**src/rail_seq_defines.svh**
```systemverilog
// Constants for the rail sequencer and global power-good block.
// Assumes a 25 MHz system clock and a 32-bit Avalon-MM register slave.
`ifndef RAIL_SEQ_DEFINES_SVH
`define RAIL_SEQ_DEFINES_SVH

`define CLK_HZ 25000000
`define MS_PER_S 1000
`define CNT_W 20
`define MS_W 5
`define DELAY_MS_DEF 5'h06
`define DELAY_MS_MIN 5'h03
`define DELAY_MS_MAX 5'h10
`define PG_SS_MS 5'h04
`define SS_NUM 32'h2
`define SS_DEN 32'h3

`define ADDR_W 5
`define REG_CTRL 5'h00
`define REG_STATUS 5'h04
`define REG_IRQ_STS 5'h08
`define REG_IRQ_CLR 5'h0c
`define REG_IRQ_EN 5'h10

`define NSYNC 13
`define SY_GEN 0
`define SY_RUN 1
`define SY_TIME 2
`define SY_ORD 3
`define SY_EN1 4
`define SY_EN2 5
`define SY_PG1 6
`define SY_PG2 7
`define SY_FLT_LO 8
`define SY_FLT_HI 12
`define SYNC_RST 13'h000c

`define NIRQ 4
`define IRQ_PG_RISE 0
`define IRQ_PG_FALL 1
`define IRQ_FAULT 2
`define IRQ_SEQ_DONE 3

`endif

```
**src/rail_seq_pkg.sv**
```systemverilog
// Types for the rail sequencer and global power-good block.
// Assumes rail_seq_defines.svh sits on the include path.
`include "rail_seq_defines.svh"

package rail_seq_pkg;

  typedef enum logic [1:0] {
    SEQ_IDLE,
    SEQ_FIRST,
    SEQ_GAP,
    SEQ_SECOND
  } seq_state_t;

  typedef struct packed {
    logic [`NSYNC-1:0] sync1;
    logic [`NSYNC-1:0] sync2;
    seq_state_t seq;
    logic firstIsOne;
    logic seqTime;
    logic [`CNT_W-1:0] cnt;
    logic outOne;
    logic outTwo;
    logic [`CNT_W-1:0] rampOne;
    logic [`CNT_W-1:0] rampTwo;
    logic powerOk;
    logic [`MS_W-1:0] delayMs;
    logic [`NIRQ-1:0] irqSts;
    logic [`NIRQ-1:0] irqEn;
    logic ack;
    logic [31:0] rdata;
  } state_t;

endpackage : rail_seq_pkg

```
**src/rail_sequencer_power_good.sv**
```systemverilog
// Two-rail power sequencer, soft-start ramps and global power-good logic.
// Pins and regulator status arrive asynchronously and are synchronised here;
// software reaches the registers over Avalon-MM with waitrequest.
//
// The Avalon-MM interface to the registers and the register addresses were left to the implementer.
`timescale 1ns/1ps
`default_nettype none

module rail_sequencer_power_good
  import rail_seq_pkg::*;
#(
  parameter int unsigned CYCLES_PER_MS = `CLK_HZ / `MS_PER_S
) (
  input wire logic clk_sys,
  input wire logic rst_b,
  input wire logic clkEn,
  input wire logic globalEnable,
  input wire logic seqRunEnable,
  input wire logic timeModeSelect,
  input wire logic rail_order_select,
  input wire logic rail_one_enable_in,
  input wire logic rail_two_enable_in,
  input wire logic [1:0] rail_power_ok,
  input wire logic overcurrent_fault,
  input wire logic overvoltage_fault,
  input wire logic undervoltage_lockout_fault,
  input wire logic outputUndervoltageFault,
  input wire logic thermalShutdownFault,
  output logic stage_one_enable_out,
  output logic stage_one_enable_oe,
  output logic stage_two_enable_out,
  output logic stage_two_enable_oe,
  output logic [`CNT_W-1:0] railOneRamp,
  output logic [`CNT_W-1:0] railTwoRamp,
  output logic power_ok_global,
  output logic irq,
  input wire logic [`ADDR_W-1:0] avs_address,
  input wire logic avs_read,
  input wire logic avs_write,
  input wire logic [31:0] avs_writedata,
  output logic [31:0] avs_readdata,
  output logic avs_waitrequest
);

  ////////////////////////////////////////////////////////////////////////////
  // Helpers

  function automatic logic [`CNT_W-1:0] msCycles(input logic [`MS_W-1:0] ms);
    msCycles = `CNT_W'(32'(ms) * CYCLES_PER_MS);
  endfunction : msCycles

  // One step of a soft-start ramp; the same slope is used up and down
  function automatic logic [`CNT_W-1:0] rampNext(input logic [`CNT_W-1:0] cur,
                                                  input logic en,
                                                  input logic [`CNT_W-1:0] top);
    if (cur > top) begin
      rampNext = top;
    end else if (en) begin
      rampNext = (cur == top) ? top : cur + 1'b1;
    end else begin
      rampNext = (cur == '0) ? cur : cur - 1'b1;
    end
  endfunction : rampNext

  ////////////////////////////////////////////////////////////////////////////
  // Synchronised pin view

  state_t st_r;
  state_t st_nxt;

  logic [`NSYNC-1:0] pinVec;
  logic genOn;
  logic runOn;
  logic timeMode;
  logic orderHigh;
  logic railOneEn;
  logic railTwoEn;
  logic [1:0] railOk;
  logic faultAny;
  logic [`CNT_W-1:0] delayCyc;
  logic [`CNT_W-1:0] timeSsCyc;
  logic [`CNT_W-1:0] ssCyc;
  logic [`CNT_W-1:0] gapCyc;
  logic rampOneDone;
  logic rampTwoDone;
  logic firstOk;
  logic powerOkNxt;
  logic wrAcc;
  logic rdCap;
  logic [`NIRQ-1:0] events;
  logic [`NIRQ-1:0] clrMask;
  logic [`MS_W-1:0] wrMs;

  assign pinVec = {thermalShutdownFault, outputUndervoltageFault,
                   undervoltage_lockout_fault, overvoltage_fault,
                   overcurrent_fault, rail_power_ok, rail_two_enable_in,
                   rail_one_enable_in, rail_order_select, timeModeSelect,
                   seqRunEnable, globalEnable};

  assign genOn = st_r.sync2[`SY_GEN];
  assign runOn = st_r.sync2[`SY_RUN];
  assign timeMode = st_r.sync2[`SY_TIME];
  assign orderHigh = st_r.sync2[`SY_ORD];
  assign railOneEn = genOn & st_r.sync2[`SY_EN1];
  assign railTwoEn = genOn & st_r.sync2[`SY_EN2];
  assign railOk = st_r.sync2[`SY_PG2:`SY_PG1];
  assign faultAny = |st_r.sync2[`SY_FLT_HI:`SY_FLT_LO];

  ////////////////////////////////////////////////////////////////////////////
  // Timing figures

  assign delayCyc = msCycles(st_r.delayMs);
  assign timeSsCyc = `CNT_W'((32'(delayCyc) * `SS_NUM) / `SS_DEN);
  assign ssCyc = timeMode ? timeSsCyc : msCycles(`PG_SS_MS);
  assign gapCyc = st_r.seqTime ? delayCyc - timeSsCyc : delayCyc;

  assign rampOneDone = railOneEn & (st_r.rampOne == ssCyc);
  assign rampTwoDone = railTwoEn & (st_r.rampTwo == ssCyc);
  assign firstOk = st_r.firstIsOne ? railOk[0] : railOk[1];

  // Combined rail status gated by ramps, faults and enable
  assign powerOkNxt = genOn & (&railOk) & rampOneDone & rampTwoDone
                      & ~faultAny;

  ////////////////////////////////////////////////////////////////////////////
  // Bus view

  assign wrAcc = avs_write & st_r.ack;
  assign rdCap = avs_read & ~st_r.ack;
  assign clrMask = (wrAcc && avs_address == `REG_IRQ_CLR) ?
                   avs_writedata[`NIRQ-1:0] : '0;
  assign wrMs = avs_writedata[`MS_W-1:0];

  ////////////////////////////////////////////////////////////////////////////
  // Next state

  always_comb begin
    st_nxt = st_r;
    events = '0;
    if (clkEn) begin
      st_nxt.sync1 = pinVec;
      st_nxt.sync2 = st_r.sync1;

      st_nxt.rampOne = rampNext(st_r.rampOne, railOneEn, ssCyc);
      st_nxt.rampTwo = rampNext(st_r.rampTwo, railTwoEn, ssCyc);

      st_nxt.powerOk = powerOkNxt;
      events[`IRQ_PG_RISE] = powerOkNxt & ~st_r.powerOk;
      events[`IRQ_PG_FALL] = ~powerOkNxt & st_r.powerOk;
      events[`IRQ_FAULT] = faultAny;

      case (st_r.seq)
        SEQ_IDLE: begin
          if (runOn) begin
            st_nxt.seqTime = timeMode;
            // Delay mode relies on the board tying order high and wiring 1 to 1
            st_nxt.firstIsOne = timeMode | orderHigh;
            st_nxt.outOne = timeMode | orderHigh;
            st_nxt.outTwo = ~(timeMode | orderHigh);
            st_nxt.cnt = '0;
            st_nxt.seq = SEQ_FIRST;
          end
        end
        SEQ_FIRST: begin
          if (st_r.seqTime) begin
            st_nxt.cnt = st_r.cnt + 1'b1;
            if (st_nxt.cnt >= timeSsCyc) begin
              st_nxt.cnt = '0;
              st_nxt.seq = SEQ_GAP;
            end
          end else if (firstOk) begin
            st_nxt.cnt = '0;
            st_nxt.seq = SEQ_GAP;
          end
        end
        SEQ_GAP: begin
          st_nxt.cnt = st_r.cnt + 1'b1;
          if (st_nxt.cnt >= gapCyc) begin
            st_nxt.cnt = '0;
            st_nxt.outOne = 1'b1;
            st_nxt.outTwo = 1'b1;
            st_nxt.seq = SEQ_SECOND;
            events[`IRQ_SEQ_DONE] = 1'b1;
          end
        end
        SEQ_SECOND: begin
          st_nxt.cnt = '0;
        end
        default: begin
          st_nxt.seq = SEQ_IDLE;
        end
      endcase

      if (!runOn) begin
        st_nxt.seq = SEQ_IDLE;
        st_nxt.cnt = '0;
        st_nxt.outOne = 1'b0;
        st_nxt.outTwo = 1'b0;
        events[`IRQ_SEQ_DONE] = 1'b0;
      end

      // Set beats clear in the same cycle
      st_nxt.irqSts = (st_r.irqSts & ~clrMask) | events;

      // One wait state: answer in the cycle after the request appears
      st_nxt.ack = (avs_read | avs_write) & ~st_r.ack;
      if (rdCap) begin
        case (avs_address)
          `REG_CTRL: st_nxt.rdata = 32'(st_r.delayMs);
          `REG_STATUS: st_nxt.rdata = 32'({runOn, faultAny, orderHigh, timeMode,
                                           rampTwoDone, rampOneDone, st_r.outTwo,
                                           st_r.outOne, st_r.powerOk});
          `REG_IRQ_STS: st_nxt.rdata = 32'(st_r.irqSts);
          `REG_IRQ_EN: st_nxt.rdata = 32'(st_r.irqEn);
          default: st_nxt.rdata = 32'h0;
        endcase
      end
      if (wrAcc) begin
        case (avs_address)
          `REG_CTRL: begin
            // Whole word is compared first so that large values clamp high, not low
            if (avs_writedata > 32'(`DELAY_MS_MAX)) begin
              st_nxt.delayMs = `DELAY_MS_MAX;
            end else if (wrMs < `DELAY_MS_MIN) begin
              st_nxt.delayMs = `DELAY_MS_MIN;
            end else begin
              st_nxt.delayMs = wrMs;
            end
          end
          `REG_IRQ_EN: st_nxt.irqEn = avs_writedata[`NIRQ-1:0];
          default: st_nxt.irqEn = st_r.irqEn;
        endcase
      end
    end
  end

  always_ff @(posedge clk_sys or negedge rst_b) begin
    if (!rst_b) begin
      st_r <= '{sync1: `SYNC_RST, sync2: `SYNC_RST,
                seq: SEQ_IDLE, firstIsOne: 1'b1, seqTime: 1'b1,
                cnt: '0, outOne: 1'b0, outTwo: 1'b0,
                rampOne: '0, rampTwo: '0, powerOk: 1'b0,
                delayMs: `DELAY_MS_DEF, irqSts: '0, irqEn: '0,
                ack: 1'b0, rdata: 32'h0};
    end else begin
      st_r <= st_nxt;
    end
  end

  ////////////////////////////////////////////////////////////////////////////
  // Outputs

  // Open-drain with pull-up: pull low while off, release for high
  assign stage_one_enable_out = st_r.outOne;
  assign stage_one_enable_oe = ~st_r.outOne;
  assign stage_two_enable_out = st_r.outTwo;
  assign stage_two_enable_oe = ~st_r.outTwo;
  assign railOneRamp = st_r.rampOne;
  assign railTwoRamp = st_r.rampTwo;
  assign power_ok_global = st_r.powerOk;
  assign irq = |(st_r.irqSts & st_r.irqEn);
  assign avs_readdata = st_r.rdata;
  assign avs_waitrequest = (avs_read | avs_write) & ~st_r.ack;

  ////////////////////////////////////////////////////////////////////////////
  // Checks

  pg_enable_low_a: assert property (@(posedge clk_sys) disable iff (!rst_b)
    clkEn && !genOn |=> !power_ok_global)
    else $error("power-good high while enable low");

  pg_fault_low_a: assert property (@(posedge clk_sys) disable iff (!rst_b)
    clkEn && faultAny |=> !power_ok_global)
    else $error("power-good high during a fault");

  pg_after_ramp_a: assert property (@(posedge clk_sys) disable iff (!rst_b)
    clkEn && !(rampOneDone && rampTwoDone) |=> !power_ok_global)
    else $error("power-good before soft start done");

  pg_rail_low_a: assert property (@(posedge clk_sys) disable iff (!rst_b)
    clkEn && !(&railOk) |=> !power_ok_global)
    else $error("power-good with a rail below threshold");

  seq_run_off_a: assert property (@(posedge clk_sys) disable iff (!rst_b)
    clkEn && !runOn |=> !stage_one_enable_out && !stage_two_enable_out
                        && st_r.seq == SEQ_IDLE && st_r.cnt == '0)
    else $error("sequencer active with run-enable low");

  seq_order_low_a: assert property (@(posedge clk_sys) disable iff (!rst_b)
    clkEn && st_r.seq == SEQ_IDLE && runOn && !timeMode && !orderHigh
    |=> stage_two_enable_out && !stage_one_enable_out)
    else $error("order low did not start rail two first");

  seq_order_high_a: assert property (@(posedge clk_sys) disable iff (!rst_b)
    clkEn && st_r.seq == SEQ_IDLE && runOn && (timeMode || orderHigh)
    |=> stage_one_enable_out && !stage_two_enable_out)
    else $error("rail one not started first");

  ramp_up_step_a: assert property (@(posedge clk_sys) disable iff (!rst_b)
    clkEn && railOneEn && st_r.rampOne < ssCyc
    |=> st_r.rampOne == $past(st_r.rampOne) + 1'b1)
    else $error("rail one ramp did not step up");

  ramp_down_step_a: assert property (@(posedge clk_sys) disable iff (!rst_b)
    clkEn && !railTwoEn && st_r.rampTwo != '0 && st_r.rampTwo <= ssCyc
    |=> st_r.rampTwo == $past(st_r.rampTwo) - 1'b1)
    else $error("rail two ramp did not step down");

  delay_range_a: assert property (@(posedge clk_sys) disable iff (!rst_b)
    st_r.delayMs >= `DELAY_MS_MIN && st_r.delayMs <= `DELAY_MS_MAX)
    else $error("sequencing delay out of range");

  bus_answer_a: assert property (@(posedge clk_sys) disable iff (!rst_b)
    clkEn && (avs_read || avs_write) && avs_waitrequest |=> !avs_waitrequest)
    else $error("bus answer late");

  pg_rails_ok_a: assert property (@(posedge clk_sys) disable iff (!rst_b)
    power_ok_global |-> (&$past(railOk)))
    else $error("power-good high with a rail not good");

  seq_start_a: assert property (@(posedge clk_sys) disable iff (!rst_b)
    clkEn && st_r.seq == SEQ_IDLE && runOn |=> st_r.seq == SEQ_FIRST)
    else $error("sequencer did not start on run-enable");

  ss_first_hold_a: assert property (@(posedge clk_sys) disable iff (!rst_b)
    clkEn && runOn && st_r.seq == SEQ_FIRST && st_r.seqTime
    && st_r.cnt < timeSsCyc - 1'b1 |=> st_r.seq == SEQ_FIRST)
    else $error("first soft start cut short");

  gap_hold_a: assert property (@(posedge clk_sys) disable iff (!rst_b)
    clkEn && runOn && st_r.seq == SEQ_GAP
    && st_r.cnt < gapCyc - 1'b1 |=> st_r.seq == SEQ_GAP)
    else $error("sequencing gap cut short");

  gap_end_a: assert property (@(posedge clk_sys) disable iff (!rst_b)
    clkEn && runOn && st_r.seq == SEQ_GAP && st_r.cnt >= gapCyc - 1'b1
    |=> stage_one_enable_out && stage_two_enable_out && st_r.irqSts[`IRQ_SEQ_DONE])
    else $error("second rail not enabled after the gap");

  pg_first_wait_a: assert property (@(posedge clk_sys) disable iff (!rst_b)
    clkEn && runOn && st_r.seq == SEQ_FIRST && !st_r.seqTime && !firstOk
    |=> st_r.seq == SEQ_FIRST)
    else $error("gap started before first rail good");

  pg_first_go_a: assert property (@(posedge clk_sys) disable iff (!rst_b)
    clkEn && runOn && st_r.seq == SEQ_FIRST && !st_r.seqTime && firstOk
    |=> st_r.seq == SEQ_GAP && st_r.cnt == '0)
    else $error("gap not started on first rail good");

  seq_hold_a: assert property (@(posedge clk_sys) disable iff (!rst_b)
    clkEn && runOn && st_r.seq == SEQ_SECOND
    |=> st_r.seq == SEQ_SECOND && stage_one_enable_out && stage_two_enable_out)
    else $error("stage outputs dropped while running");

  ramp_cap_a: assert property (@(posedge clk_sys) disable iff (!rst_b)
    clkEn |=> st_r.rampOne <= $past(ssCyc) && st_r.rampTwo <= $past(ssCyc))
    else $error("ramp above soft-start length");

  ss_two_thirds_a: assert property (@(posedge clk_sys) disable iff (!rst_b)
    32'(timeSsCyc) * `SS_DEN <= 32'(delayCyc) * `SS_NUM
    && 32'(timeSsCyc) * `SS_DEN + `SS_DEN > 32'(delayCyc) * `SS_NUM)
    else $error("soft start not two thirds of delay");

  ramp_down_one_a: assert property (@(posedge clk_sys) disable iff (!rst_b)
    clkEn && !railOneEn && st_r.rampOne != '0 && st_r.rampOne <= ssCyc
    |=> st_r.rampOne == $past(st_r.rampOne) - 1'b1)
    else $error("rail one ramp did not step down");

  ramp_up_two_a: assert property (@(posedge clk_sys) disable iff (!rst_b)
    clkEn && railTwoEn && st_r.rampTwo < ssCyc
    |=> st_r.rampTwo == $past(st_r.rampTwo) + 1'b1)
    else $error("rail two ramp did not step up");

  delay_clamp_a: assert property (@(posedge clk_sys) disable iff (!rst_b)
    clkEn && avs_write && !avs_waitrequest && avs_address == `REG_CTRL
    && avs_writedata > 32'(`DELAY_MS_MAX) |=> st_r.delayMs == `DELAY_MS_MAX)
    else $error("large delay not clamped to maximum");

  irq_fault_set_a: assert property (@(posedge clk_sys) disable iff (!rst_b)
    clkEn && faultAny |=> st_r.irqSts[`IRQ_FAULT])
    else $error("fault status bit not set");

  clk_hold_a: assert property (@(posedge clk_sys) disable iff (!rst_b)
    !clkEn |=> $stable(st_r))
    else $error("state moved with clock enable low");

endmodule : rail_sequencer_power_good

`default_nettype wire

```
**config.mk**
```make
export PLATFORM = sky130hd
export DESIGN_NAME = rail_sequencer_power_good
export DESIGN_NICKNAME = d
export VERILOG_FILES = /design/src/rail_seq_pkg.sv /design/src/rail_sequencer_power_good.sv
export VERILOG_INCLUDE_DIRS = /design/src /design/src/src
export SDC_FILE = /design/constraint.sdc
export NUM_CORES = 1
export LEC_CHECK = 0
export BUFFER_PORTS_ARGS = -buffer_cell sky130_fd_sc_hd__buf_2
export CAP_MARGIN = 20
export CORE_ASPECT_RATIO = 1.5
export CORE_UTILIZATION = 55
export CTS_BUF_LIST = sky130_fd_sc_hd__clkbuf_8
export DETAILED_ROUTE_END_ITERATION = 12
export HOLD_SLACK_MARGIN = 0.08
export PLACE_DENSITY = 0.85
export SKIP_LAST_GASP = 1
export SLEW_MARGIN = 20
export SYNTH_ARGS = -nofsm -noshare
export SYNTH_HDL_FRONTEND = slang
export SYNTH_SLANG_ARGS = --single-unit
```
**constraint.sdc**
```tcl
create_clock -name clk_sys -period 57.8 [get_ports clk_sys]
set_input_delay 8.67 -clock clk_sys [delete_from_list [all_inputs] [get_ports clk_sys]]
set_output_delay 8.67 -clock clk_sys [all_outputs]
set_load 0.03 [all_outputs]
```
# Yosys cells after proc, flatten, opt, wreduce, memory -nomap -nowiden
# Index checks and enable logic that the tools add are counted.
# classes
div	1
n_mul	1
n_eq_ne	16
magnitude_cmp	6
addsub	6
mux	32
reduce_logical	18
n_bitwise	26
# ops
op	n
$mux W20	13
$add A20 B1 Y20 const B	3
$pmux W20 S3	1
$mux W22	2
$eq A20 B20 Y1	2
$ge A20 B20 Y1	2
$gt A20 B20 Y1	2
$logic_not A20 Y1	2
$sub A20 B1 Y20 const B	2
$pmux W9 S4	1
$div A21 B2 Y32 const B	1
$gt A32 B5 Y1 const B	1
$sub A20 B20 Y20	1
$mul A5 B12 Y17 const B	1
$and A1 B1 Y1	13
$reduce_and A3 Y1	4
$eq A5 B4 Y1 const B	2
$mux W2	5
$mux W5	2
$reduce_and A2 Y1	5
$ne A3 B3 Y1 const B	3
$and A4 B4 Y4	2
$ne A4 B4 Y1 const B	2
$not A1 Y1	7
21 further kinds	27
# totals
register_bits	139
out_inout_bits	79
elab_cells	122

# Depth between registers and ports, before layout
# Gate-level depths: netlist of run 1.
# depth
word_depth	11
mapped_depth	117

# Worst setup path after synthesis of run 1
# OpenSTA, ideal clock, no wires.
# synth_timing
path_kind	flip-flop to flip-flop
from	register st_r[43] (netlist name)
to	register st_r[104] (netlist name)
slack_ns	36.075
t_arrival_ns	21.659
t_required_ns	57.735
stages_incl_launch_ff	111
n_path_buf	5
period_less_slack_ns	21.725
cell_sequence	dfstp_2 > ha_1 > xor2_1 > ha_1 > ha_1 > ha_1 > and3b_2 > o221ai_4 > o32a_1 > and3_1 > buf_2 > or3_1 > o22a_2 > nand3_4 > mux2i_4 > inv_2 > mux2i_1 > or2_1 > (+75 left out) > nor2b_1 > o21ai_0 > nand2b_1 > a21oi_1 > nor2b_1 > o21ai_0 > nand2b_1 > a21oi_1 > nor2b_1 > o21ai_0 > nand2b_1 > a21oi_1 > and2_1 > a21oi_1 > or3_1 > clkbuf_1 > nand2b_1 > nand2_1
# synth_between
elab_chain_cells	8
word_cells_on_any_way	11
classes_between	add/sub: 1; mul: 1; div: 1; order compare: 2; mux: 6
# synth_rtl
element	line_no	text
start, declared	rail_sequencer_power_good.sv:68	state_t st_r;
start signal, assigned	rail_sequencer_power_good.sv:239	st_r <= '{sync1: `SYNC_RST, sync2: `SYNC_RST,
start signal, assigned	rail_sequencer_power_good.sv:246	st_r <= st_nxt;
$mul A5 B12 Y17 (*)	rail_sequencer_power_good.sv:49	msCycles = `CNT_W'(32'(ms) * CYCLES_PER_MS);
$div A21 B2 Y32 (no source line)	--	
$sub A20 B20 Y20	rail_sequencer_power_good.sv:115	assign gapCyc = st_r.seqTime ? delayCyc - timeSsCyc : delayCyc;
$mux W20	rail_sequencer_power_good.sv:115	
$ge A20 B20 Y1	rail_sequencer_power_good.sv:178	if (st_nxt.cnt >= gapCyc) begin
$mux W22	rail_sequencer_power_good.sv:178	
$pmux W20 S3 (*)	rail_sequencer_power_good.sv:152	case (st_r.seq)
$mux W22 (*)	rail_sequencer_power_good.sv:194	if (!runOn) begin
# Every way passes the cells marked *; elsewhere a longest branch is shown, timed or not. The select of a mux whose other input is x is not followed.
# A chain may end at the register's enable or synchronous reset.

# Worst setup path after layout of run 1
# layout_timing
from	register st_r[43] (netlist name)
to	register st_r[92] (netlist name)
# Same word-level chain as after synthesis.

==> results of run 1 <==
-- critical path: cells and delay by family, from the launching register on --
family          cells  cell delay, ns
fa+ha+maj          10            2.85
buf+inv            10            2.02
flops               1            0.62
simple gates       42           10.80
xor+xnor            6            1.07
compound gates     33            7.70
mux                 4            1.40
-- area by class of cell --
| type | instances | area share |
|---|---|---|
| repair buffers | 128 | 0.0379 |
| clock buffers | 17 | 0.0129 |
| multi-input cells | 1975 | 0.736 |
| flip-flops and latches | 116 | 0.160 |
| clock inverters | 15 | 0.0103 |
| inverters | 71 | 0.0149 |
| well taps | 405 | 0.0279 |
-- sequential cells by signal, indices dropped and copies added, names as in the netlist --
signal and flops:
stage_one_enable_out 1, runOn 1, railOneRamp 20, railTwoRamp 20, avs_readdata 9, railOk 2, orderHigh 1, stage_two_enable_out 1
power_ok_global 1, st_r 59, genOn 1
-- stage by stage --
step	instances	instance area (um2)
after floorplan	2335	17500
after global placement	2695	17700
after detailed placement	2695	17700
after CTS	2727	18200
after global routing	2727	18200
final	2727	18200
-- path summary, 6_finish.rpt --
path	start	endpoint	depth (start not counted)
setup / recovery	st_r[43]	st_r[92]	105
hold / removal	avs_readdata[6]	avs_readdata[6]	2
setup reg to reg	st_r[43]	st_r[92]	105
hold reg to reg	avs_readdata[6]	avs_readdata[6]	2
max in group asynchronous	rst_b	railTwoRamp[16]	2
min in group asynchronous	rst_b	st_r[138]	1
-- synth_stat cells (all sizes together), types with 18 or more instances --
cell	n	area [um2]
and3	40	250
a211oi	34	285
nand2b	54	338
o211ai	23	183
and2	35	219
or4	18	150
o31ai	19	158
nor3	71	398
xor2	29	262
a21oi	152	764
mux2i	36	380
nor2b	25	156
nor2	183	689
dfrtp	108	2700
buf	90	641
nor4	32	215
nand4	37	262
mux2	42	473
nand3	82	428
a31oi	38	238
o21ai	145	752
or3	29	191
nand2	254	958
ha	143	1790
o22ai	35	225
or2	22	138
o21a	29	219
a21o	30	225
clkbuf	83	314
inv	69	262
xnor2	59	524
-- routing by layer --
layer	global-route usage	share of wire
met1	0.347	0.35
met2	0.637	0.51
met3	0.0491	0.064
met4	0.274	0.076
met5	0	0
-- logic make-up (layout without fill, tap and decap cells) --
kind of cell,count (synthesis),in the layout,synth area share
mux,78,78,0.0491
other cells,1,23,0.000216
compound gates,715,715,0.288
simple gates,925,925,0.275
buf+inv,244,231,0.0704
fa+ha+maj,146,146,0.105
flops,116,116,0.167
xor+xnor,88,88,0.0452
==> out/qor.csv, run 1 <==
metric,value,unit
status,"complete, no violations",
maxSlewHeadroom,0.220,
layout-drive-gt1-share,0.134,
place.port_buffers,110,
final_cell_mix,"nand2_1, nor2_1, a21oi_1, ha_1, o21ai_0",
grt_pass1_wl,90300,um
multi_input_area,13400,um2
hold_slack,0.483,ns
netlist_instances,2313,
htree_levels,4,
rrSetupSlack,31.18,ns
worst_path_max_delay_cell,dfstp_2,
path_common_cell,ha_1,
grt_max_degree,74,
post_cts_buffers,0,
clock.fmax,37.6,MHz
final-setup-viol-count,0,
layout_commonest_cell,nand2_1,
dieWidth,147,um
area_delta_synth_final,4.34,%
startpoint_type,register,
drv_slew,0,
grt_antenna_before_repair,0,
finalCritPeriodShare,0.461,
crit_type,register to register,
critPathRequiredTime,58.24,ns
cap_viol_max_count,0,
antenna_left,0,
synthArstFlopShare,1.00,
initial_core_util,0.561,
setup_tns,0,ns
rsz0062_at_grt,no,
path_clk_slew,0.09,ns
overflow,0,
period_needed,26.62,ns
ys_warn_count,0,
fin_util,0.585,
coreArea,31000,um2
cts_tree,yes,
syn_avg_cell_area,7.52,um2
synth_edf_count,0,
cts_resized,0,
grt_util_all_layers,0.346,
hold_viol,0,
clockBufferDepth,2,
finalWorstSetupSlack,31.18,ns
hpwlAfterDp,44000,um
numCtsBuffers,17,
fillers,2834,
critPathMaxStageDelay,0.62,ns
seq_area,2910,um2
antenna_cells,0,
io_pins,134,
grt_pass1_vias,18000,
preCtsSetupSlack,31.83,ns
yosys.cell_types.count,123,
drt-total-wl,56400,um
cts_root_buffer,clkbuf_8,
endpoint_kind,register,
synthesis.area,17400,um2
crit_fanout,28,
hold_class,register to register,
fin_nets,2508,
hold_buffers,0,
avgViaCountPerCell,6.82,
die_h,220,um
wl_per_cell,20.7,um
die-area,32400,um2
drc,0,
clk_latency,0.51,ns
vias,18600,
synth_flop_cell,dfrtp_1,
worstMarginPinSlew,1.17,ns
gp_congestion,1.00,
arrival,27.07,ns
ys_seq_area_frac,0.167,
ys_seq_elements,116,
fin_skew,0.0154,ns
floorplan.rows,79,
drt_iter0_drc,1364,
drtPass1Iterations,6,
clock_sinks,116,
Power of run 1 is left out: the tool's default activity adds up to more than one toggle a clock period on the data nets, which glitch-free logic cannot reach.
==> inputs of run 2 (changes only) <==
--- a/config.mk
+++ b/config.mk
@@ -6,6 +6,7 @@
 export SDC_FILE = /design/constraint.sdc
 export NUM_CORES = 1
 export LEC_CHECK = 0
+export ABC_AREA = 1
 export BUFFER_PORTS_ARGS = -buffer_cell sky130_fd_sc_hd__buf_2
 export CAP_MARGIN = 20
 export CORE_ASPECT_RATIO = 1.5
@@ -13,7 +14,7 @@
 export CTS_BUF_LIST = sky130_fd_sc_hd__clkbuf_8
 export DETAILED_ROUTE_END_ITERATION = 12
 export HOLD_SLACK_MARGIN = 0.08
-export PLACE_DENSITY = 0.85
+export PLACE_DENSITY = 0.88
 export SKIP_LAST_GASP = 1
 export SLEW_MARGIN = 20
 export SYNTH_ARGS = -nofsm -noshare
==> constraint.sdc (replaced) <==
create_clock -name clk_sys -period 24.3 [get_ports clk_sys]
set_input_delay 3.645 -clock clk_sys [delete_from_list [all_inputs] [get_ports clk_sys]]
set_output_delay 3.645 -clock clk_sys [all_outputs]
set_load 0.03 [all_outputs]
==> run 2 against run 1 <==
Net effect:
- clock skew rose by 0.0075 ns
- largest cell class unchanged
- clock-buffer cell count did not move
- critical path depth is 9 higher
- design area rose by 2.0%
- global-route usage rose by 0.15 points
- synthesized cell count rose by 27%
- non-clock buffer count is 11 lower
- register-to-register slack lost 26 ns
- sequential cell count stayed put
- cell count up 24%
- setup slack got worse by 26 ns
- critical path type unchanged
==> out/qor.csv, run 2 <==
metric,value,unit
die_h,222,um
dieWidth,148,um
fillers,3078,
synthesis.area,17700,um2
antenna_left,0,
status,"complete, no violations",
arrival,19.59,ns
place.port_buffers,110,
yosys.cell_types.count,65,
fin_nets,3170,
maxSlewHeadroom,0.373,
clk_latency,0.49,ns
netlist_instances,2932,
ys_warn_count,0,
clock.fmax,52.0,MHz
period_needed,19.22,ns
path_buf_inv,13,
avgViaCountPerCell,5.83,
grt_util_all_layers,0.347,
overflow,0,
coreArea,31700,um2
seq_area,2910,um2
cts_tree,yes,
drt-total-wl,57200,um
r2r_cells,114,
startpoint_type,register,
preCtsSetupSlack,5.42,ns
grt_max_degree,67,
crit_type,register to register,
worstMarginPinSlew,0.940,ns
post_cts_buffers,0,
place_area,18100,um2
finalWorstSetupSlack,5.08,ns
multi_input_area,12400,um2
endpoint_kind,register,
cts_resized,0,
synth_area_leader_cell,nand2_1,
drv_slew,0,
layout_commonest_cell,nand2_1,
layout-drive-gt1-share,0.120,
clock_sinks,116,
drt_iter0_drc,1396,
design_area,18500,um2
final_cell_mix,"nand2_1, inv_1, nor2_1, nand3_1, o21ai_0",
synth_flop_cell,dfrtp_1,
synthTopCellsByCount,"nand2_1, inv_1, nor2_1, nand3_1, o21ai_0",
yosysMostFrequentCell,nand2_1,
hold_buffers,0,
finalCritPeriodShare,0.791,
largest_register_ffs,59,
area_delta_synth_final,4.64,%
worst_hold_path.num_cells,2,
hold_class,register to register,
critPathMaxStageDelay,0.65,ns
clockBufferDepth,2,
grt_pass1_vias,19500,
hpwlAfterDp,45500,um
fin_skew,0.0230,ns
drtPass1Iterations,8,
ys_seq_area_frac,0.165,
io_pins,134,
grt_pass1_wl,92000,um
crit_family,simple AND/OR/NAND/NOR gates,
cts_root_buffer,clkbuf_8,
critPathRequiredTime,24.67,ns
top_register,st_r,
numCtsBuffers,17,
syn_avg_cell_area,6.04,um2
ys_top_cells_by_area,"nand2_1, dfrtp_1, ha_1",
wl_per_cell,16.8,um
setup_tns,0,ns
initial_core_util,0.558,
synthDominantCellAreaShare,0.170,
grt_antenna_before_repair,1,
worst_path_max_delay_cell,dfstp_2,
die-area,32900,um2
hold_viol,0,
vias,19800,
crit_cells,114,
path_clk_slew,0.08,ns
rsz0062_at_grt,no,
gp_congestion,1.04,
ys_seq_elements,116,
path_common_cell,nand2_1,
synthArstFlopShare,1.00,
final-setup-viol-count,0,
htree_levels,4,
synth_edf_count,0,
drc,0,
crit_fanout,22,
floorplan.rows,80,
cap_viol_max_count,0,
run 2: cell families after synthesis:
group                    share of synthesized area
flip-flops                                   0.165
XOR/XNOR                                    0.0411
buffers and inverters                        0.140
AND/OR/NAND/NOR                              0.422
adder cells (fa/ha/maj)                      0.102
multiplexers                               0.00127
other                                     0.000212
AO/OA/AOI/OAI                                0.128
run 2: per-stage QoR:
stage	hold slack [ns]	util	instances
after CTS	0.469	0.584	3394
after floorplan	0.442	-	2954
after global placement	0.455	0.571	3362
final	0.472	0.584	3395
after global routing	0.486	0.584	3395
after detailed placement	0.458	0.571	3362
run 2: metal layers:
layer / track usage / vias to the layer above / wire length, um
met4: 0.297 / 0 / 4800
met2: 0.621 / 894 / 28900
met5: 0 / - / 0
met1: 0.343 / 9023 / 20000
met3: 0.0580 / 323 / 3540
li1: - / 9544 / -
run 2: worst register-to-register path: cells and delay by family, from the launching register on:
kind / cells / cell delay (ns)
simple gates: 72 / 10.74
compound gates: 17 / 3.68
fa+ha+maj: 9 / 2.16
buf+inv: 13 / 1.36
flops: 1 / 0.65
xor+xnor: 3 / 0.53
run 2: area by class of cell:
type / count / share of cell area
sequential: 116 / 0.157
multi-input combinational: 2267 / 0.670
clock inverter: 15 / 0.00838
timing repair buffer: 117 / 0.0327
inverter: 452 / 0.0916
antenna: 1 / 0.000135
clock buffer: 17 / 0.0126
tap: 410 / 0.0277
run 2: final timing paths:
path | from | endpoint | slack, ns
setup / recovery | st_r[43] | st_r[99] | 5.08
hold / removal | st_r[129] | st_r[129] | 0.47
setup reg to reg | st_r[43] | st_r[99] | 5.08
hold reg to reg | st_r[129] | st_r[129] | 0.47
max in group asynchronous | rst_b | st_r[137] | 19.74
min in group asynchronous | rst_b | railTwoRamp[8] | 3.19
Power of run 2 is left out for the same reason.
